--- config.mk ---
export PLATFORM = sky130hd
export DESIGN_NAME = pcpwm_timer
export DESIGN_NICKNAME = d
export VERILOG_FILES = /design/src/rtl/pcpwm_pkg.sv /design/src/rtl/pcpwm_timer.sv
export SDC_FILE = /design/constraint.sdc
export NUM_CORES = 1
export LEC_CHECK = 0
export BUFFER_PORTS_ARGS = -buffer_cell sky130_fd_sc_hd__buf_2
export CAP_MARGIN = 20
export CELL_PAD_IN_SITES_DETAIL_PLACEMENT = 2
export CELL_PAD_IN_SITES_GLOBAL_PLACEMENT = 2
export CORE_ASPECT_RATIO = 1.4
export CORE_UTILIZATION = 33
export DETAILED_ROUTE_END_ITERATION = 7
export GPL_ROUTABILITY_DRIVEN = 1
export PLACE_DENSITY = 0.81
export SLEW_MARGIN = 25
export SYNTH_ARGS = -nofsm -noshare
export SYNTH_HDL_FRONTEND = slang
export SYNTH_SLANG_ARGS = --single-unit
export TNS_END_PERCENT = 20
--- constraint.sdc ---
create_clock -name aclk -period 2.6 [get_ports aclk]
set_clock_uncertainty 0.15 [all_clocks]
set_input_delay 0.39 -clock aclk [delete_from_list [all_inputs] [get_ports aclk]]
set_output_delay 0.39 -clock aclk [all_outputs]
set_load 0.005 [all_outputs]
--- src/rtl/pcpwm_pkg.sv ---
package pcpwm_pkg;

  // Register byte addresses
  localparam logic [7:0] ADDR_CONTROL_A = 8'h44;
  localparam logic [7:0] ADDR_CONTROL_A_IO = 8'h24;
  localparam logic [7:0] ADDR_CONTROL_B = 8'h48;
  localparam logic [7:0] ADDR_COMPARE_A = 8'h4c;
  localparam logic [7:0] ADDR_COMPARE_B = 8'h50;
  localparam logic [7:0] ADDR_STATUS = 8'h54;
  localparam logic [7:0] ADDR_COUNT = 8'h58;
  localparam logic [7:0] ADDR_PIN_DIR = 8'h5c;

  // Control A fields
  localparam int OUT_MODE_A_POS = 6;
  localparam int OUT_MODE_B_POS = 4;
  localparam int WAVE_LOW_POS = 0;
  localparam logic [7:0] CONTROL_A_MASK = 8'hf3;
  localparam logic [7:0] CONTROL_A_RESET = 8'h00;
  // Control B fields
  localparam int WAVE_BIT2_POS = 3;
  localparam int PRESCALE_POS = 0;
  localparam logic [7:0] CONTROL_B_MASK = 8'h0f;
  localparam logic [7:0] CONTROL_B_RESET = 8'h00;

  // Status bits, write one to clear
  localparam int OVF_POS = 0;
  localparam int MATCH_A_POS = 1;
  localparam int MATCH_B_POS = 2;

  // Wave modes
  localparam logic [2:0] WAVE_PC_FULL = 3'h1;
  localparam logic [2:0] WAVE_PC_OCRA = 3'h5;
  localparam logic [7:0] COUNT_MAX = 8'hff;
  localparam logic [7:0] COUNT_BOTTOM = 8'h00;

  // Output mode field values
  localparam logic [1:0] OUT_OFF = 2'h0;
  localparam logic [1:0] OUT_TOGGLE = 2'h1;
  localparam logic [1:0] OUT_NONINV = 2'h2;
  localparam logic [1:0] OUT_INV = 2'h3;

  // Prescaler selections and division ratios
  localparam logic [2:0] PRE_STOP = 3'h0;
  localparam logic [2:0] PRE_DIV1 = 3'h1;
  localparam logic [2:0] PRE_DIV8 = 3'h2;
  localparam logic [2:0] PRE_DIV64 = 3'h3;
  localparam logic [2:0] PRE_DIV256 = 3'h4;
  localparam logic [2:0] PRE_DIV1024 = 3'h5;
  localparam logic [9:0] DIV8_LAST = 10'h007;
  localparam logic [9:0] DIV64_LAST = 10'h03f;
  localparam logic [9:0] DIV256_LAST = 10'h0ff;
  localparam logic [9:0] DIV1024_LAST = 10'h3ff;

  localparam logic [1:0] RESP_OKAY = 2'h0;
  localparam logic [1:0] RESP_SLVERR = 2'h2;

  typedef enum logic [1:0] {
    BUS_IDLE,
    BUS_WRESP,
    BUS_RRESP
  } pcpwm_bus_e;

  // Whole block state
  typedef struct packed {
    logic [7:0] control_a;
    logic [7:0] control_b;
    logic [7:0] compare_buf_a;
    logic [7:0] compare_buf_b;
    logic [7:0] compare_value_a;
    logic [7:0] compare_value_b;
    logic [7:0] count_value;
    logic count_down;
    logic [9:0] prescale_count;
    logic overflow_flag;
    logic match_flag_a;
    logic match_flag_b;
    logic compare_out_a;
    logic compare_out_b;
    logic [1:0] pin_dir;
    logic aw_held;
    logic [7:0] aw_addr;
    logic w_held;
    logic [31:0] w_data;
    logic [3:0] w_strb;
    pcpwm_bus_e bus;
    logic [1:0] resp;
    logic [31:0] rdata;
  } pcpwm_state_s;

endpackage : pcpwm_pkg

--- src/rtl/pcpwm_timer.sv ---
// Contract
// Phase correct at mode 0x1 or 0x5
// Count up to TOP, down to BOTTOM
// Mode 0x1 uses TOP 0xFF
// Mode 0x5 uses compare A as TOP
// Field 0x2 clears up, sets down
// Field 0x3 sets up, clears down
// Hold TOP one tick then reverse
// Overflow flag set at BOTTOM
// Channel A toggles when bit2 set
// Pin driven only when direction output
// Extreme compare values give constant levels
// Leaving MAX forces up-match level
// Missed up match gives no change
// Synchronous; tick only enables counting
// Async base clock replaces bus clock; here aclk is the only clock
// Tick divides by 1,8,64,256,1024
// Control A at 0x44, alias 0x24
// Field zero disconnects compare output
// Compare equal TOP acts at TOP
// Compare values load at TOP
// Output changes only on tick
`timescale 1ns/1ps
`default_nettype none
module pcpwm_timer (
  // Clock and reset
  input wire logic aclk,
  input wire logic aresetn,
  // AXI4-Lite write
  input wire logic [7:0] s_axi_awaddr,
  input wire logic s_axi_awvalid,
  output logic s_axi_awready,
  input wire logic [31:0] s_axi_wdata,
  input wire logic [3:0] s_axi_wstrb,
  input wire logic s_axi_wvalid,
  output logic s_axi_wready,
  output logic [1:0] s_axi_bresp,
  output logic s_axi_bvalid,
  input wire logic s_axi_bready,
  // AXI4-Lite read
  input wire logic [7:0] s_axi_araddr,
  input wire logic s_axi_arvalid,
  output logic s_axi_arready,
  output logic [31:0] s_axi_rdata,
  output logic [1:0] s_axi_rresp,
  output logic s_axi_rvalid,
  input wire logic s_axi_rready,
  // Compare pins
  input wire logic [1:0] port_data,
  output logic [1:0] pin_out,
  output logic [1:0] pin_oe,
  output logic overflow_flag,
  output logic count_down_dir
);

  pcpwm_pkg::pcpwm_state_s st;
  pcpwm_pkg::pcpwm_state_s next_st;

  // Field decode used by several paths
  function automatic logic [2:0] wave_of(input logic [7:0] ca,
                                          input logic [7:0] cb);
    wave_of = {cb[pcpwm_pkg::WAVE_BIT2_POS],
               ca[pcpwm_pkg::WAVE_LOW_POS +: 2]};
  endfunction : wave_of

  // Output action for one channel at a tick
  function automatic logic chan_next(input logic cur,
                                     input logic [1:0] mode,
                                     input logic tog_ok,
                                     input logic hit,
                                     input logic down);
    chan_next = cur;
    if (hit) begin
      unique case (mode)
        pcpwm_pkg::OUT_TOGGLE: chan_next = tog_ok ? ~cur : cur;
        pcpwm_pkg::OUT_NONINV: chan_next = down;
        pcpwm_pkg::OUT_INV: chan_next = ~down;
        default: chan_next = cur;
      endcase
    end
  endfunction : chan_next

  logic [2:0] wave;
  logic pc_mode;
  logic [7:0] top;
  logic tick;
  logic [1:0] mode_a;
  logic [1:0] mode_b;
  logic [7:0] wr_addr;
  logic wr_fire;
  logic [7:0] wr_byte;
  logic at_top;
  logic at_bottom;
  logic hit_a;
  logic hit_b;
  logic eff_down;

  // Decoded configuration
  // mode decode
  assign wave = wave_of(st.control_a, st.control_b);
  assign pc_mode = (wave == pcpwm_pkg::WAVE_PC_FULL) ||
                   (wave == pcpwm_pkg::WAVE_PC_OCRA);
  // fixed TOP
  // compare A TOP
  assign top = (wave == pcpwm_pkg::WAVE_PC_OCRA) ? st.compare_value_a
                                                   : pcpwm_pkg::COUNT_MAX;
  assign mode_a = st.control_a[pcpwm_pkg::OUT_MODE_A_POS +: 2];
  assign mode_b = st.control_a[pcpwm_pkg::OUT_MODE_B_POS +: 2];
  assign at_top = st.count_value == top;
  assign at_bottom = st.count_value == pcpwm_pkg::COUNT_BOTTOM;

  // Prescaled tick, a clock enable only
  // single clock
  // divider ratios
  // base clock is aclk here; an async source would feed aclk
  always_comb begin
    unique case (st.control_b[pcpwm_pkg::PRESCALE_POS +: 3])
      pcpwm_pkg::PRE_DIV1: tick = 1'b1;
      pcpwm_pkg::PRE_DIV8: tick = st.prescale_count[2:0] ==
                                   pcpwm_pkg::DIV8_LAST[2:0];
      pcpwm_pkg::PRE_DIV64: tick = st.prescale_count[5:0] ==
                                    pcpwm_pkg::DIV64_LAST[5:0];
      pcpwm_pkg::PRE_DIV256: tick = st.prescale_count[7:0] ==
                                     pcpwm_pkg::DIV256_LAST[7:0];
      pcpwm_pkg::PRE_DIV1024: tick = st.prescale_count ==
                                      pcpwm_pkg::DIV1024_LAST;
      default: tick = 1'b0;
    endcase
  end

  // Match with TOP special case: matched compare at TOP acts there
  // act at TOP
  // only equality matches, so a missed value changes nothing
  assign hit_a = tick && st.count_value == st.compare_value_a;
  assign hit_b = tick && st.count_value == st.compare_value_b;
  // Turning points act as one match: TOP as down, BOTTOM as up
  assign eff_down = at_top ? 1'b1 : (at_bottom ? 1'b0 : st.count_down);

  // Write channel join
  assign wr_addr = st.aw_addr;
  assign wr_fire = st.aw_held && st.w_held && st.bus == pcpwm_pkg::BUS_IDLE;
  assign wr_byte = st.w_strb[0] ? st.w_data[7:0] : 8'h00;

  // Next state
  always_comb begin
    next_st = st;
    // Prescaler keeps running while a source is selected
    if (st.control_b[pcpwm_pkg::PRESCALE_POS +: 3] == pcpwm_pkg::PRE_STOP)
      next_st.prescale_count = 10'h000;
    else
      next_st.prescale_count = st.prescale_count + 10'h001;

    // tick gated
    if (pc_mode && tick) begin
      // dual slope
      // hold TOP one tick
      if (at_top && !st.count_down) begin
        next_st.count_down = 1'b1;
        // TOP stands one tick, so a period is 2 x TOP ticks
        next_st.count_value = st.count_value - 8'h01;
        // buffer load at TOP
        next_st.compare_value_a = st.compare_buf_a;
        next_st.compare_value_b = st.compare_buf_b;
      end else if (st.count_down && at_bottom) begin
        next_st.count_down = 1'b0;
        next_st.count_value = st.count_value + 8'h01;
      end else if (st.count_down) begin
        next_st.count_value = st.count_value - 8'h01;
        // overflow at BOTTOM
        if (st.count_value == 8'h01)
          next_st.overflow_flag = 1'b1;
      end else begin
        next_st.count_value = st.count_value + 8'h01;
      end
      // non-inverted
      // inverted
      // toggle A only
      // BOTTOM/MAX follow from equality
      next_st.compare_out_a = chan_next(st.compare_out_a, mode_a,
        st.control_b[pcpwm_pkg::WAVE_BIT2_POS], hit_a, eff_down);
      next_st.compare_out_b = chan_next(st.compare_out_b, mode_b, 1'b0,
        hit_b, eff_down);
      // leaving MAX restores up-match level at TOP
      if (at_top && !st.count_down) begin
        if (st.compare_value_a == pcpwm_pkg::COUNT_MAX &&
            st.compare_buf_a != pcpwm_pkg::COUNT_MAX && mode_a[1])
          next_st.compare_out_a = mode_a[0];
        if (st.compare_value_b == pcpwm_pkg::COUNT_MAX &&
            st.compare_buf_b != pcpwm_pkg::COUNT_MAX && mode_b[1])
          next_st.compare_out_b = mode_b[0];
      end
      if (hit_a)
        next_st.match_flag_a = 1'b1;
      if (hit_b)
        next_st.match_flag_b = 1'b1;
    end else if (!pc_mode) begin
      // Other modes live elsewhere; park the counter
      next_st.count_down = 1'b0;
      next_st.compare_value_a = st.compare_buf_a;
      next_st.compare_value_b = st.compare_buf_b;
    end

    // Address and data channels, either order
    if (s_axi_awvalid && !st.aw_held) begin
      next_st.aw_held = 1'b1;
      next_st.aw_addr = s_axi_awaddr;
    end
    if (s_axi_wvalid && !st.w_held) begin
      next_st.w_held = 1'b1;
      next_st.w_data = s_axi_wdata;
      next_st.w_strb = s_axi_wstrb;
    end

    unique case (st.bus)
      pcpwm_pkg::BUS_IDLE: begin
        if (wr_fire) begin
          next_st.aw_held = 1'b0;
          next_st.w_held = 1'b0;
          next_st.bus = pcpwm_pkg::BUS_WRESP;
          next_st.resp = pcpwm_pkg::RESP_OKAY;
          // control A and its alias
          if (wr_addr == pcpwm_pkg::ADDR_CONTROL_A ||
              wr_addr == pcpwm_pkg::ADDR_CONTROL_A_IO) begin
            if (st.w_strb[0])
              next_st.control_a = wr_byte & pcpwm_pkg::CONTROL_A_MASK;
          end else if (wr_addr == pcpwm_pkg::ADDR_CONTROL_B) begin
            if (st.w_strb[0])
              next_st.control_b = wr_byte & pcpwm_pkg::CONTROL_B_MASK;
          end else if (wr_addr == pcpwm_pkg::ADDR_COMPARE_A) begin
            if (st.w_strb[0])
              next_st.compare_buf_a = wr_byte;
          end else if (wr_addr == pcpwm_pkg::ADDR_COMPARE_B) begin
            if (st.w_strb[0])
              next_st.compare_buf_b = wr_byte;
          end else if (wr_addr == pcpwm_pkg::ADDR_STATUS) begin
            // Set wins over clear in the same cycle
            if (wr_byte[pcpwm_pkg::OVF_POS] && !next_st.overflow_flag)
              next_st.overflow_flag = 1'b0;
            if (wr_byte[pcpwm_pkg::OVF_POS] && !(pc_mode && tick &&
                st.count_down && st.count_value == 8'h01))
              next_st.overflow_flag = 1'b0;
            if (wr_byte[pcpwm_pkg::MATCH_A_POS] && !hit_a)
              next_st.match_flag_a = 1'b0;
            if (wr_byte[pcpwm_pkg::MATCH_B_POS] && !hit_b)
              next_st.match_flag_b = 1'b0;
          end else if (wr_addr == pcpwm_pkg::ADDR_PIN_DIR) begin
            if (st.w_strb[0])
              next_st.pin_dir = wr_byte[1:0];
          end else if (wr_addr != pcpwm_pkg::ADDR_COUNT) begin
            next_st.resp = pcpwm_pkg::RESP_SLVERR;
          end
        end else if (s_axi_arvalid) begin
          next_st.bus = pcpwm_pkg::BUS_RRESP;
          next_st.resp = pcpwm_pkg::RESP_OKAY;
          next_st.rdata = 32'h0000_0000;
          if (s_axi_araddr == pcpwm_pkg::ADDR_CONTROL_A ||
              s_axi_araddr == pcpwm_pkg::ADDR_CONTROL_A_IO)
            next_st.rdata[7:0] = st.control_a;
          else if (s_axi_araddr == pcpwm_pkg::ADDR_CONTROL_B)
            next_st.rdata[7:0] = st.control_b;
          else if (s_axi_araddr == pcpwm_pkg::ADDR_COMPARE_A)
            next_st.rdata[7:0] = st.compare_buf_a;
          else if (s_axi_araddr == pcpwm_pkg::ADDR_COMPARE_B)
            next_st.rdata[7:0] = st.compare_buf_b;
          else if (s_axi_araddr == pcpwm_pkg::ADDR_STATUS)
            next_st.rdata[2:0] = {st.match_flag_b, st.match_flag_a,
                                  st.overflow_flag};
          else if (s_axi_araddr == pcpwm_pkg::ADDR_COUNT)
            next_st.rdata[8:0] = {st.count_down, st.count_value};
          else if (s_axi_araddr == pcpwm_pkg::ADDR_PIN_DIR)
            next_st.rdata[1:0] = st.pin_dir;
          else
            next_st.resp = pcpwm_pkg::RESP_SLVERR;
        end
      end
      pcpwm_pkg::BUS_WRESP: begin
        if (s_axi_bready)
          next_st.bus = pcpwm_pkg::BUS_IDLE;
      end
      pcpwm_pkg::BUS_RRESP: begin
        if (s_axi_rready)
          next_st.bus = pcpwm_pkg::BUS_IDLE;
      end
      default: next_st.bus = pcpwm_pkg::BUS_IDLE;
    endcase
  end

  // State register
  always_ff @(posedge aclk) begin
    if (!aresetn) begin
      next_st_reset: begin
        st <= '0;
        st.bus <= pcpwm_pkg::BUS_IDLE;
      end
    end else begin
      st <= next_st;
    end
  end

  // Bus handshakes
  assign s_axi_awready = !st.aw_held;
  assign s_axi_wready = !st.w_held;
  assign s_axi_arready = st.bus == pcpwm_pkg::BUS_IDLE && !wr_fire;
  assign s_axi_bvalid = st.bus == pcpwm_pkg::BUS_WRESP;
  assign s_axi_bresp = st.resp;
  assign s_axi_rvalid = st.bus == pcpwm_pkg::BUS_RRESP;
  assign s_axi_rresp = st.resp;
  assign s_axi_rdata = st.rdata;

  // Pin mux, compare overrides port when connected
  // field zero disconnects
  // direction gates driver
  assign pin_out[0] = (pc_mode && mode_a != pcpwm_pkg::OUT_OFF &&
                       !(mode_a == pcpwm_pkg::OUT_TOGGLE &&
                         !st.control_b[pcpwm_pkg::WAVE_BIT2_POS]))
                      ? st.compare_out_a : port_data[0];
  assign pin_out[1] = (pc_mode && mode_b[1]) ? st.compare_out_b
                                             : port_data[1];
  assign pin_oe = st.pin_dir;
  assign overflow_flag = st.overflow_flag;
  assign count_down_dir = st.count_down;

  // Assertions
  a_top_hold: assert property (@(posedge aclk) disable iff (!aresetn)
    pc_mode && tick && at_top && !st.count_down |=>
    st.count_value == $past(st.count_value) - 8'h01 && st.count_down)
    else $error("TOP not held one tick");
  a_no_wrap: assert property (@(posedge aclk) disable iff (!aresetn)
    pc_mode && st.count_down && at_bottom && tick |=> !st.count_down)
    else $error("Counter wrapped below BOTTOM");
  a_bottom_flag: assert property (@(posedge aclk) disable iff (!aresetn)
    pc_mode && tick && st.count_down && st.count_value == 8'h01
    |=> overflow_flag)
    else $error("Overflow flag missed at BOTTOM");
  a_tick_gate: assert property (@(posedge aclk) disable iff (!aresetn)
    !tick |=> $stable(st.compare_out_a) && $stable(st.count_value))
    else $error("Change without tick");
  a_noninv_up: assert property (@(posedge aclk) disable iff (!aresetn)
    pc_mode && hit_a && mode_a == pcpwm_pkg::OUT_NONINV && !st.count_down
    && !at_bottom && !at_top |=> !st.compare_out_a)
    else $error("Non-inverted up match did not clear");
  a_inv_up: assert property (@(posedge aclk) disable iff (!aresetn)
    pc_mode && hit_b && mode_b == pcpwm_pkg::OUT_INV && !st.count_down
    && !at_bottom && !at_top |=> st.compare_out_b)
    else $error("Inverted up match did not set");
  a_buf_load: assert property (@(posedge aclk) disable iff (!aresetn)
    pc_mode && tick && at_top && !st.count_down
    |=> st.compare_value_b == $past(st.compare_buf_b))
    else $error("Compare buffer not loaded at TOP");
  a_pin_drive: assert property (@(posedge aclk) disable iff (!aresetn)
    pin_oe == st.pin_dir)
    else $error("Pin enable differs from direction");
  a_mode1_top: assert property (@(posedge aclk) disable iff (!aresetn)
    wave == pcpwm_pkg::WAVE_PC_FULL |-> top == pcpwm_pkg::COUNT_MAX)
    else $error("Wrong TOP in full-range mode");

  c_reverse: cover property (@(posedge aclk) disable iff (!aresetn)
    pc_mode && at_top && tick ##1 st.count_down);
  c_overflow: cover property (@(posedge aclk) disable iff (!aresetn)
    $rose(overflow_flag));
  c_toggle: cover property (@(posedge aclk) disable iff (!aresetn)
    hit_a && mode_a == pcpwm_pkg::OUT_TOGGLE);

endmodule : pcpwm_timer
`default_nettype wire

==> reports/metrics.csv <==
metric,value,unit
status,"finished, final reports clean",
crit path launch type,flip-flop,
Critical Path RT,2740,ps
Ports,108,
largest net degree at the start of global routing,56,
Final Routed Wirelength,18600,um
max cap viols,0,
Main synth FF type,dfxtp_1,
drt pass-1 iters,4,
DIE HEIGHT,153,um
"commonest cells after routing, fill and taps aside","98 x dfxtp_1, 67 x nand2_1, 57 x nor2b_1",
ys async rst share,0,%
Avg WL per Cell,21.5,um
Cells after DPL,845,
Reg2Reg Depth,7,
Synth warnings,0,
Max Clk Rate,0.393,GHz
sequential fraction of the synthesis area,36.7,%
min Tclk post-route,2540,ps
TritonCTS clock tree,done,
DRT antenna net count,0,
RePlAce Congestion,0.863,
worst min-delay path startpoint,s_axi_awaddr[6],
Nets,729,
final hold slack,121,ps
Critical Path Max Stage Delay,600,ps
PD cells,515,nW/um^2
Netlist cell types,67,
crit path max-delay cell type,or4_4,
leak pwr,2.50,nW
post-synthesis register bit count,99,
die width,110,um
Root Buffer,clkbuf_16,
TritonCTS Buffers,9,
FF-to-FF Start,st[102],
HP Class,input pin to flip-flop,
Syn Area/Cell,9.02,um^2
# port buffers,55,
Worst Setup End Kind,flip-flop,
RSZ-0062 raised after global routing,true,
htree depth,3,
mapped cell area,5400,um^2
vias in the first global route,5218,
Worst-Margin Slew,660,ps
Final Cycle Share,97.8,%
Post-synth EDFFs,0,
CP Class,flip-flop to flip-flop,
worst vdd ir,0.225,mV
Total GRT Usage,22.9,%
dpl hpwl,13800,um
via count,4728,
clk sink count,99,
Worst Path Max Fanout,8,
DR vias/cell,5.48,
layout cells sized above 1,21.9,%
Worst Hold End,wr_addr[6],
total power,3.22,mW
"Clk Latency, worst-skew pair",360,ps
antenna violations before repair,0,
first-pass GRT wire length,29000,um
number of diodes,0,
Initial Utilization,34.1,%
Slew headroom,56.0,%
crit path cell chain,nor2b_1 -> a2111o_1 -> or4_4 -> o21ai_2 -> xor2_1 -> nand3_1 -> a21oi_1,
CTS Buffer Depth,2,
DR DRC count,0,
die area,16900,um^2
row count,54,
Final Max Slew Viols,0,
grt ovf,0,
synthesis-to-finish area growth,16.0,%
Initial DRC Count,210,
clk slew on worst S/H paths,70,ps
"Arr. time, crit path",2680,ps
"Hold Vio Cnt, Final",0,
"leading cell type in the layout, fill and taps excluded",dfxtp_1,
CORE AREA,15800,um^2
Worst R2R Setup Slack,60,ps
Crit Reg-Reg Endpoint,st[85],
final setup vio count,0,
Synth Instances,598,
non-filler instance count after layout,863,
Min-Delay Path Depth,3,
[power breakdown]
part	internal, mW	total (mW)	switching, mW
sequential	1.55	1.58	0.0359
combinational	0.0924	0.207	0.114
clock	0.784	1.43	0.650
total	2.42	3.22	0.800
[logic make-up (layout without fill, tap and decap cells)]
| kind of cell | count (synthesis) | count (layout) | synth area share, % |
|---|---|---|---|
| buffers and inverters | 78 | 123 | 8.28 |
| DFF | 99 | 99 | 36.7 |
| AOI/OAI and AO/OA | 90 | 90 | 13.0 |
| xor gates and xnor gates | 21 | 21 | 3.41 |
| and+or+nand+nor | 238 | 238 | 24.2 |
| other | 1 | 25 | 0.0695 |
| muxes | 65 | 65 | 12.9 |
| adders and majority gates | 6 | 6 | 1.39 |
[worst max path at each step]
stage	to	startpoint	slack (ps)	cells after the start
2_1_floorplan	st[103]	st[89]	230	8
3_3_place_gp	st[103]	st[90]	80	8
3_5_place_dp	st[103]	st[90]	-10	8
4_1_cts	st[84]	st[90]	20	8
5_1_grt	st[84]	st[89]	-50	8
6_report	st[85]	st[102]	60	7
[routing by layer]
layer / wire length, um / vias up / GRT usage [%]
li1: - / 2167 / -
met1: 6690 / 2384 / 23.4
met2: 10500 / 122 / 43.2
met3: 595 / 55 / 2.73
met4: 798 / 0 / 12.8
met5: 0 / - / 0
[critical path: cells and delay by family (launching register included)]
kind            cells  cell delay, ps
compound gates      3             770
xor+xnor            1             190
flops               1             550
simple gates        3             820
[cells in the mapped netlist (all sizes together), types with 2 or more instances]
| cell | instances | area share [%] |
|---|---|---|
| dfxtp | 99 | 37 |
| nand2 | 67 | 4.7 |
| nor2b | 57 | 6.6 |
| mux2i | 51 | 9.5 |
| buf | 43 | 5.8 |
| a21boi | 24 | 3.3 |
| nor2 | 23 | 1.7 |
| clkbuf | 21 | 1.5 |
| nand4 | 16 | 1.9 |
| nand3 | 15 | 1.4 |
| a21oi | 14 | 1.6 |
| inv | 14 | 0.97 |
| xnor2 | 13 | 2.1 |
| mux2 | 12 | 2.6 |
| and2 | 11 | 1.3 |
| nand2b | 10 | 1.2 |
| o211a | 10 | 1.9 |
| o21ai | 9 | 0.90 |
| nor3 | 8 | 1.0 |
| xor2 | 8 | 1.3 |
| nor4 | 7 | 0.93 |
| a222oi | 6 | 1.1 |
| ha | 6 | 1.4 |
| and3 | 4 | 0.51 |
| nand3b | 4 | 0.63 |
| o21a | 4 | 0.56 |
| or4 | 4 | 0.63 |
| and4 | 3 | 0.51 |
| o2111ai | 3 | 0.49 |
| o31ai | 3 | 0.42 |
| or3 | 3 | 0.35 |
| a2111o | 2 | 0.42 |
| a22oi | 2 | 0.28 |
| a31oi | 2 | 0.23 |
| and4b | 2 | 0.37 |
| mux4 | 2 | 0.90 |
| nor3b | 2 | 0.28 |
| o41ai | 2 | 0.32 |
[registers in the layout, summed over array words and instances (netlist names)]
| name | cells |
|---|---|
| mode_b | 2 |
| pin_oe | 2 |
| s_axi_rdata | 9 |
| overflow_flag | 1 |
| count_down_dir | 1 |
| st | 73 |
| wr_addr | 8 |
| s_axi_bresp | 1 |
| mode_a | 2 |
[layout make-up]
type | instances | area (um^2)
Inverter | 14 | 52.6
Clock inverter | 6 | 71.3
Fill cell | 1780 | 9550
Timing Repair Buffer | 93 | 573
Clock buffer | 10 | 239
Multi-Input combinational cell | 445 | 3100
Sequential cell | 99 | 1980
Tap cell | 196 | 245
[repair_timing]
| item | 4_1_cts | 5_1_grt |
|---|---|---|
| hold endpoints to repair | 0 | 0 |
| buffers inserted | 0 | 2 |
| hold buffers | 0 | 0 |
| setup endpoints to repair | 2 | 20 |
| gates resized for setup | 3 | 5 |
| pin swaps | 0 | 5 |
| gates cloned | 0 | 0 |
[stage by stage]
stage          worst slack (ps)  instance area (um^2)  util [%]  setup TNS, ps
2_1_floorplan               230                  5490         -              0
3_3_place_gp               77.3                  5890      37.3              0
3_5_place_dp              -13.4                  5890      37.3          -13.4
4_1_cts                    15.2                  6230      39.4              0
5_1_grt                   -48.5                  6260      39.6          -66.8
6_report                   56.0                  6260      39.6              0
Power figures use the tool's default switching activity.
